<file path="config.mk">
export PLATFORM = sky130hd
export DESIGN_NAME = srfc_regs
export DESIGN_NICKNAME = d
export VERILOG_FILES = /design/src/srfc_pkg.sv /design/src/srfc_regs.sv
export VERILOG_INCLUDE_DIRS = /design/src
export SDC_FILE = /design/constraint.sdc
export NUM_CORES = 1
export LEC_CHECK = 0
export BUFFER_PORTS_ARGS = -buffer_cell sky130_fd_sc_hd__buf_2
export CAP_MARGIN = 20
export CORE_ASPECT_RATIO = 1.1
export CORE_UTILIZATION = 26
export CTS_CLUSTER_DIAMETER = 50
export DETAILED_ROUTE_END_ITERATION = 7
export PLACE_DENSITY = 0.5
export SETUP_SLACK_MARGIN = 0.1
export SYNTH_ARGS = -nofsm -noshare
export SYNTH_HDL_FRONTEND = slang
export SYNTH_SLANG_ARGS = --single-unit
</file>
<file path="constraint.sdc">
create_clock -name clock_i -period 9.3 [get_ports clock_i]
set_clock_uncertainty 0.05 [all_clocks]
set_input_delay 0.465 -clock clock_i [delete_from_list [all_inputs] [get_ports clock_i]]
set_output_delay 0.465 -clock clock_i [all_outputs]
set_load 0.005 [all_outputs]
</file>
<file path="src/srfc_defs.svh">
// constants for the servo and rf control register bank
// assumes a 32-bit avalon-mm slave, byte addressed, one word per register
// Behaviour
// - word bits 15:12 name target register
// - reg0 bits 7:5 set summed input gain
// - reg0 bit 4 sets laser2 monitor level
// - reg0 bit 3 sets laser1 monitor level
// - reg0 bits 2,1 switch laser2, laser1
// - reg0 bit 0 powers up, zero standby
// - reg1 bit 11 picks phase offset source
// - reg1 bit 8 radial polarity, one normal
// - reg1 bit 5 enables dropout concealment
// - reg1 bit 4 two or four channel focus
// - reg1 bits 3:1 pick radial tracking method
// - reg1 bit 0 selects summed rf input
// - reg6 bits 11:8 radial output gain
// - reg6 bits 7:4 central output gain
// - reg12/13 hold central trims a to d
// - servo offset range scales central trims
// - reg2 bit 10 gates focus dac current
// - focus dac gate is active low
// - summed, source zero: right trim drives both
`ifndef SRFC_DEFS_SVH
`define SRFC_DEFS_SVH

// ************************************************************
// bus map
// ************************************************************
`define SRFC_ADDR_W 7
`define SRFC_NREGS 16
`define SRFC_IDX_CMD 5'h10
`define SRFC_IDX_STATUS 5'h11
`define SRFC_FULL_BE 2'h3

// ************************************************************
// control word layout
// ************************************************************
`define SRFC_SEL_HI 15
`define SRFC_SEL_LO 12
`define SRFC_DATA_HI 11

// ************************************************************
// register numbers
// ************************************************************
`define SRFC_R_POWER 4'h0
`define SRFC_R_MODE 4'h1
`define SRFC_R_FOCUS 4'h2
`define SRFC_R_RFGAIN 4'h3
`define SRFC_R_RFTRIM 4'h4
`define SRFC_R_SUMTRIM 4'h5
`define SRFC_R_OUTGAIN 4'h6
`define SRFC_R_RADTRIM 4'hB
`define SRFC_R_CTRIM_AB 4'hC
`define SRFC_R_CTRIM_CD 4'hD

// ************************************************************
// used bit masks and reset values
// ************************************************************
`define SRFC_MASK_POWER 12'h0FF
`define SRFC_MASK_MODE 12'h93F
`define SRFC_MASK_FOCUS 12'hFE0
`define SRFC_MASK_RFGAIN 12'hFF0
`define SRFC_MASK_ALL 12'hFFF
`define SRFC_RST_MODE 12'h100
`define SRFC_RST_OTHER 12'h000

// ************************************************************
// field positions
// ************************************************************
`define SRFC_B_POWER 0
`define SRFC_B_L1_ON 1
`define SRFC_B_L2_ON 2
`define SRFC_B_L1_LVL 3
`define SRFC_B_L2_LVL 4
`define SRFC_F_GAIN_HI 7
`define SRFC_F_GAIN_LO 5
`define SRFC_GAIN_MAX 3'h4
`define SRFC_B_SUMMED_INPUT_SELECT 0
`define SRFC_F_TRK_HI 3
`define SRFC_F_TRK_LO 1
`define SRFC_B_FOCUS4 4
`define SRFC_B_DOC 5
`define SRFC_B_RADPOL 8
`define SRFC_B_DACSRC 11
`define SRFC_B_FGATE 10
`define SRFC_B_SRVRANGE 11
`define SRFC_F_LEFT_HI 11
`define SRFC_F_LEFT_LO 6
`define SRFC_F_RIGHT_HI 5
`define SRFC_F_RIGHT_LO 0
`define SRFC_F_HIGH_HI 11
`define SRFC_F_HIGH_LO 8
`define SRFC_F_MID_HI 7
`define SRFC_F_MID_LO 4
`define SRFC_F_LOW_HI 3
`define SRFC_F_LOW_LO 0
`define SRFC_B_ST_RSVD 0

`endif

</file>
<file path="src/srfc_pkg.sv">
// types for the servo and rf control register bank
// assumes srfc_defs.svh is compiled alongside
package srfc_pkg;

    typedef enum logic [2:0] {
        SRFC_TRK_PHASE_AD,
        SRFC_TRK_PUSHPULL_AD,
        SRFC_TRK_PHASE_SUM,
        SRFC_TRK_PUSHPULL_FOUR,
        SRFC_TRK_PHASE_FOUR,
        SRFC_TRK_THREE_BEAM,
        SRFC_TRK_RESERVED
    } srfc_track_t;

endpackage

</file>
<file path="src/srfc_regs.sv">
// control register bank of the servo and rf front end
// assumes synchronous avalon-mm master on clock_i, one clock domain
//
// Added by the designer: the Avalon-MM interface to the registers.
`timescale 1ns/1ps
`include "srfc_defs.svh"

module srfc_regs (
    input wire logic clock_i,
    input wire logic rst_i,
    input wire logic [`SRFC_ADDR_W-1:0] avs_address_i,
    input wire logic avs_read_i,
    input wire logic avs_write_i,
    input wire logic [31:0] avs_writedata_i,
    input wire logic [3:0] avs_byteenable_i,
    output logic [31:0] avs_readdata_o,
    output logic avs_waitrequest_o,
    output logic power_up_o,
    output logic laser1_on_o,
    output logic laser2_on_o,
    output logic laser1_monitor_level_o,
    output logic laser2_monitor_level_o,
    output logic [2:0] summed_input_gain_o,
    output logic summed_input_select_o,
    output srfc_pkg::srfc_track_t radial_tracking_method_o,
    output logic focus_four_channel_o,
    output logic dropout_conceal_enable_o,
    output logic radial_polarity_o,
    output logic [5:0] phase_offset_dac_o,
    output logic [5:0] sum_offset_dac_o,
    output logic [3:0] radial_output_gain_o,
    output logic [3:0] central_output_gain_o,
    output logic [3:0] central_trim_a_o,
    output logic [3:0] central_trim_b_o,
    output logic [3:0] central_trim_c_o,
    output logic [3:0] central_trim_d_o,
    output logic servo_offset_range_o,
    output logic focus_dac_enable_o,
    output logic reserved_code_o
);
    import srfc_pkg::*;

    // ************************************************************
    // bus handshake
    // ************************************************************
    logic ack_q;
    logic req;
    logic wr_take;
    logic rd_load;
    logic [4:0] idx;
    logic cmd_ok;
    logic [3:0] target;
    logic [11:0] cmd_data;
    logic [11:0] reg_q [`SRFC_NREGS];
    logic rsvd_q;
    logic rsvd_hit;
    logic [31:0] rdata_d;

    assign req = avs_read_i | avs_write_i;
    assign avs_waitrequest_o = req & ~ack_q;
    assign wr_take = avs_write_i & ack_q;
    assign rd_load = avs_read_i & ~ack_q;
    assign idx = avs_address_i[`SRFC_ADDR_W-1:2];

    always_ff @(posedge clock_i or posedge rst_i) begin
        if (rst_i) begin
            ack_q <= 1'b0;
        end else begin
            ack_q <= req & ~ack_q;
        end
    end

    // ************************************************************
    // control word decode
    // ************************************************************
    // only a full low half word counts as a control word
    assign cmd_ok = wr_take && idx == `SRFC_IDX_CMD &&
        avs_byteenable_i[1:0] == `SRFC_FULL_BE;
    assign target = avs_writedata_i[`SRFC_SEL_HI:`SRFC_SEL_LO];
    assign cmd_data = avs_writedata_i[`SRFC_DATA_HI:0];

    function automatic logic [11:0] used_mask(input logic [3:0] r);
        unique case (r)
            `SRFC_R_POWER: used_mask = `SRFC_MASK_POWER;
            `SRFC_R_MODE: used_mask = `SRFC_MASK_MODE;
            `SRFC_R_FOCUS: used_mask = `SRFC_MASK_FOCUS;
            `SRFC_R_RFGAIN: used_mask = `SRFC_MASK_RFGAIN;
            default: used_mask = `SRFC_MASK_ALL;
        endcase
    endfunction

    function automatic srfc_track_t track_decode(input logic [2:0] c);
        if (c[1:0] == 2'h3) begin
            track_decode = SRFC_TRK_THREE_BEAM;
        end else begin
            unique case (c)
                3'h0: track_decode = SRFC_TRK_PHASE_AD;
                3'h1: track_decode = SRFC_TRK_PUSHPULL_AD;
                3'h4: track_decode = SRFC_TRK_PHASE_SUM;
                3'h5: track_decode = SRFC_TRK_PUSHPULL_FOUR;
                3'h6: track_decode = SRFC_TRK_PHASE_FOUR;
                default: track_decode = SRFC_TRK_RESERVED;
            endcase
        end
    endfunction

    // ************************************************************
    // register storage
    // ************************************************************
    genvar g;
    generate
        for (g = 0; g < `SRFC_NREGS; g++) begin : g_reg
            always_ff @(posedge clock_i or posedge rst_i) begin
                if (rst_i) begin
                    reg_q[g] <= (4'(g) == `SRFC_R_MODE) ?
                        `SRFC_RST_MODE : `SRFC_RST_OTHER;
                end else if (cmd_ok && target == 4'(g)) begin
                    // unused bits stored as zero
                    reg_q[g] <= cmd_data & used_mask(4'(g));
                end
            end
        end
    endgenerate

    // ************************************************************
    // reserved code flag
    // ************************************************************
    assign rsvd_hit = cmd_ok && (
        (target == `SRFC_R_POWER &&
         cmd_data[`SRFC_F_GAIN_HI:`SRFC_F_GAIN_LO] > `SRFC_GAIN_MAX) ||
        (target == `SRFC_R_MODE &&
         track_decode(cmd_data[`SRFC_F_TRK_HI:`SRFC_F_TRK_LO]) ==
         SRFC_TRK_RESERVED));

    always_ff @(posedge clock_i or posedge rst_i) begin
        if (rst_i) begin
            rsvd_q <= 1'b0;
        end else if (rsvd_hit) begin
            rsvd_q <= 1'b1;
        end else if (wr_take && idx == `SRFC_IDX_STATUS &&
                     avs_byteenable_i[0] &&
                     avs_writedata_i[`SRFC_B_ST_RSVD]) begin
            rsvd_q <= 1'b0;
        end
    end

    // ************************************************************
    // read path
    // ************************************************************
    always_comb begin
        rdata_d = 32'h0000_0000;
        if (idx < 5'(`SRFC_NREGS)) begin
            rdata_d = {16'h0000, idx[3:0], reg_q[idx[3:0]]};
        end else if (idx == `SRFC_IDX_STATUS) begin
            rdata_d[`SRFC_B_ST_RSVD] = rsvd_q;
        end
    end

    always_ff @(posedge clock_i or posedge rst_i) begin
        if (rst_i) begin
            avs_readdata_o <= 32'h0000_0000;
        end else if (rd_load) begin
            avs_readdata_o <= rdata_d;
        end
    end

    // ************************************************************
    // field outputs
    // ************************************************************
    logic [11:0] r0;
    logic [11:0] r1;
    logic [11:0] r2;
    logic [11:0] r4;
    logic [11:0] r5;
    logic [11:0] r6;
    logic [11:0] r11;
    logic [11:0] r12;
    logic [11:0] r13;
    logic shared_trim;

    assign r0 = reg_q[`SRFC_R_POWER];
    assign r1 = reg_q[`SRFC_R_MODE];
    assign r2 = reg_q[`SRFC_R_FOCUS];
    assign r4 = reg_q[`SRFC_R_RFTRIM];
    assign r5 = reg_q[`SRFC_R_SUMTRIM];
    assign r6 = reg_q[`SRFC_R_OUTGAIN];
    assign r11 = reg_q[`SRFC_R_RADTRIM];
    assign r12 = reg_q[`SRFC_R_CTRIM_AB];
    assign r13 = reg_q[`SRFC_R_CTRIM_CD];
    assign shared_trim = r1[`SRFC_B_SUMMED_INPUT_SELECT] & ~r1[`SRFC_B_DACSRC];

    always_ff @(posedge clock_i or posedge rst_i) begin
        if (rst_i) begin
            power_up_o <= 1'b0;
            laser1_on_o <= 1'b0;
            laser2_on_o <= 1'b0;
            laser1_monitor_level_o <= 1'b0;
            laser2_monitor_level_o <= 1'b0;
            summed_input_gain_o <= 3'h0;
        end else begin
            power_up_o <= r0[`SRFC_B_POWER];
            laser1_on_o <= r0[`SRFC_B_L1_ON];
            laser2_on_o <= r0[`SRFC_B_L2_ON];
            laser1_monitor_level_o <= r0[`SRFC_B_L1_LVL];
            laser2_monitor_level_o <= r0[`SRFC_B_L2_LVL];
            summed_input_gain_o <=
                r0[`SRFC_F_GAIN_HI:`SRFC_F_GAIN_LO];
        end
    end

    always_ff @(posedge clock_i or posedge rst_i) begin
        if (rst_i) begin
            summed_input_select_o <= 1'b0;
            radial_tracking_method_o <= SRFC_TRK_PHASE_AD;
            focus_four_channel_o <= 1'b0;
            dropout_conceal_enable_o <= 1'b0;
            radial_polarity_o <= 1'b1;
            phase_offset_dac_o <= 6'h00;
            sum_offset_dac_o <= 6'h00;
        end else begin
            summed_input_select_o <= r1[`SRFC_B_SUMMED_INPUT_SELECT];
            radial_tracking_method_o <=
                track_decode(r1[`SRFC_F_TRK_HI:`SRFC_F_TRK_LO]);
            focus_four_channel_o <= r1[`SRFC_B_FOCUS4];
            dropout_conceal_enable_o <= r1[`SRFC_B_DOC];
            radial_polarity_o <= r1[`SRFC_B_RADPOL];
            if (shared_trim) begin
                // right trim drives both channels alike
                phase_offset_dac_o <=
                    r4[`SRFC_F_RIGHT_HI:`SRFC_F_RIGHT_LO];
                sum_offset_dac_o <=
                    r4[`SRFC_F_RIGHT_HI:`SRFC_F_RIGHT_LO];
            end else begin
                phase_offset_dac_o <= r1[`SRFC_B_DACSRC] ?
                    r5[`SRFC_F_RIGHT_HI:`SRFC_F_RIGHT_LO] :
                    r4[`SRFC_F_LEFT_HI:`SRFC_F_LEFT_LO];
                sum_offset_dac_o <= r5[`SRFC_F_RIGHT_HI:`SRFC_F_RIGHT_LO];
            end
        end
    end

    always_ff @(posedge clock_i or posedge rst_i) begin
        if (rst_i) begin
            radial_output_gain_o <= 4'h0;
            central_output_gain_o <= 4'h0;
            central_trim_a_o <= 4'h0;
            central_trim_b_o <= 4'h0;
            central_trim_c_o <= 4'h0;
            central_trim_d_o <= 4'h0;
            servo_offset_range_o <= 1'b0;
            focus_dac_enable_o <= 1'b1;
            reserved_code_o <= 1'b0;
        end else begin
            radial_output_gain_o <=
                r6[`SRFC_F_HIGH_HI:`SRFC_F_HIGH_LO];
            central_output_gain_o <=
                r6[`SRFC_F_MID_HI:`SRFC_F_MID_LO];
            central_trim_a_o <= r12[`SRFC_F_MID_HI:`SRFC_F_MID_LO];
            central_trim_b_o <= r12[`SRFC_F_LOW_HI:`SRFC_F_LOW_LO];
            central_trim_c_o <= r13[`SRFC_F_MID_HI:`SRFC_F_MID_LO];
            central_trim_d_o <= r13[`SRFC_F_LOW_HI:`SRFC_F_LOW_LO];
            servo_offset_range_o <= r11[`SRFC_B_SRVRANGE];
            // gate bit low means current on
            focus_dac_enable_o <= ~r2[`SRFC_B_FGATE];
            reserved_code_o <= rsvd_q;
        end
    end

endmodule

</file>
==> results.json <==
{
  "ys_top_cells_by_count": "dfrtp_1, mux2_2, nand2_1",
  "design_area_sq_um": 12500,
  "grt_pass1_vias": 6773,
  "core.rowCount": 77,
  "start_util_pct": 26.4,
  "whs_ns": 0.127,
  "hp-class": "input port to flip-flop",
  "leakage_uw": 0.00614,
  "netlist_instances": 729,
  "worstPathArrival_ns": 3.47,
  "path_cells": "and4_1 > nand4_1 > nor2_1 > buf_4 > mux2_2",
  "critPathCaptureType": "flip-flop",
  "clk_pin_slew_worst_paths_ns": 0.06,
  "synthFlopType": "dfrtp_1",
  "layout-drive-gt1-share_pct": 47.2,
  "drt_iter0_drc": 298,
  "outcome": "finished, final reports clean",
  "synth_edf_count": 0,
  "worstPathMaxFanout": 7,
  "hold_viol_final": 0,
  "overflow": 0,
  "cts_hold_buf": 1,
  "busiest_layer": "met2",
  "final_max_slew_viol_count": 0,
  "rsz0062_at_grt": "false",
  "worstSetupPathType": "flip-flop to flip-flop",
  "area_growth_pct": 18.3,
  "routed_wirelength_mm": 28.5,
  "met2_usage_pct": 24.0,
  "fp.dieH_um": 214,
  "setup_tns_ns": 0,
  "clock.fmax_mhz": 324,
  "synth.most_common_cell": "dfrtp_1",
  "drv_cap": 0,
  "antenna_found_initial": 2,
  "drtAntennaViolNets": 0,
  "fin_nets": 863,
  "min_period_over_period_pct": 33.1,
  "met3_usage_pct": 2.60,
  "cts_tree": "done",
  "regArea_sq_um": 6180,
  "cts_sinks": 247,
  "clkLatencyLatePin_ns": 0.57,
  "postCtsSetupRepairBufs": 0,
  "place_hpwl_mm": 18.2,
  "cts_made_buffers": 30,
  "root_buffer": "clkbuf_16",
  "place_area_sq_um": 11500,
  "die-area_sq_um": 41600,
  "startpoint_type": "flip-flop",
  "core_sq_um": 40200,
  "yosysSeqAreaShare_pct": 58.3,
  "path_buf_inv": 1,
  "htreeDepth": 1,
  "crit_family": "simple AND/OR/NAND/NOR gates",
  "diodes": 0,
  "cp.required_ns": 9.69,
  "yosys_warnings": 0,
  "p_per_area_nw_per_um2": 191,
  "drtPass1Iterations": 6,
  "cts_resized": 0,
  "async_flop_share_pct": 100,
  "ios": 134,
  "grt_max_degree": 100,
  "fillers": 4014,
  "yosysUniqueCellTypes": 49,
  "via_per_inst": 4.64,
  "use_met1_pct": 18.8,
  "syn_area_per_cell_sq_um": 14.5,
  "relSlewSlack_pct": 28.8,
  "wl_per_cell_um": 21.1,
  "synth_area_sq_um": 10600,
  "synth_top_cell_by_area": "dfrtp_1",
  "final.min_clock_period_ns": 3.08,
  "gp_routability_congestion": 0.730,
  "finalSetupViolations": 0,
  "num_vias": 6269,
  "worst_slew_pin_slew_ns": 1.06,
  "ys_seq_elements": 247,
  "grt_pass1_wl_mm": 44.5,
  "vdd_drop_max_uv": 127,
  "drc": 0,
  "synthTopCellsByArea": "dfrtp_1, mux2_2, mux4_2",
  "grtUsageTotal_pct": 14.2,
  "slowest_stage": "nor2_1",
  "cpPeakStageDelay_ns": 0.92,
  "multiInputGateArea_sq_um": 4090,
  "port_buffers": 97,
  "clk_path_buf_depth": 3,
  "die_x_um": 195,
  "synth_top_area_share_pct": 57.6
}
## kinds of logic (layout without fill, tap and decap cells)
kind of cell	Yosys count	in the layout	share of synthesized area (%)
compound gates	54	54	3.93
mux	241	241	28.3
other cells	1	16	0.0354
simple gates	113	113	5.57
flops	247	247	58.3
buf+inv	73	168	3.85
## through the flow
stage               util [%]  setup slack, ns  total power, uW  std cells
floorplan                  -             2.00             1190        744
global placement        28.6             5.72             1230       1295
detailed placement      28.6             5.72             1230       1295
CTS                     31.2             6.13             2430       1351
global route            31.2             5.96             2480       1352
finish                  31.2             6.22             2390       1352
## cell type report
cell class / count / area share [%]
well taps: 513 / 5.12
clock inverters: 16 / 1.42
flip-flops and latches: 247 / 49.3
multi-input cells: 424 / 32.6
repair buffers: 110 / 4.77
clock buffers: 39 / 6.65
inverters: 3 / 0.150
## state kept, by name, indices dropped and copies added (netlist names), 6 cells and up
register and cells:
r5 12, phase_offset_dac_o 6, r4 12, r11 12
r2 7, r6 12, r1 8, reg_q 80
r12 12, r13 12, r0 8, avs_readdata_o 16
sum_offset_dac_o 6
## report_power, final
group,internal (uW),total (uW),switching (uW),leakage (uW)
Sequential,1090,1090,7.83,0.00342
Combinational,35.2,116,81.3,0.00224
Clock,694,1180,486,0.000477
## layout by cell type, fill, tap and decap left out, types with 6 or more instances in the layout
master and count:
o21ai_0 9, buf_2 97, nand2b_1 10, dfrtp_1 244, buf_4 11, nand2_1 45, clkinvlp_4 6, mux2i_1 25
nand3_1 6, nor2_1 14, mux4_2 28, conb_1 16, nor2_2 8, mux2_2 188, nor2b_1 7, clkbuf_16 30
a32o_1 7
## worst register-to-register path: stages, from the launching register on
cell	delay, ns
dfrtp_1	0.41
and4_1	0.50
nand4_1	0.37
nor2_1	0.92
buf_4	0.36
mux2_2	0.36
## per-layer routing
layer	up-vias	part of all wire, %	wire length, um
li1	2795	-	-
met1	3298	45	12700
met2	128	49	13900
met3	44	4.6	1310
met4	4	1.9	532
met5	-	0.095	27
## path summary, 6_finish.rpt
check,startpoint,end,slack (ns),cells past startpoint
max reg2reg,ack_q,r13[10],6.22,5
min reg2reg,r1[8],radial_polarity_o,0.33,0
min in group asynchronous,rst_i,central_trim_c_o[0],0.52,3
max in group asynchronous,rst_i,phase_offset_dac_o[0],6.41,6
max,ack_q,r13[10],6.22,5
min,avs_write_i,ack_q,0.13,3
(Power assumes the default switching activity.)
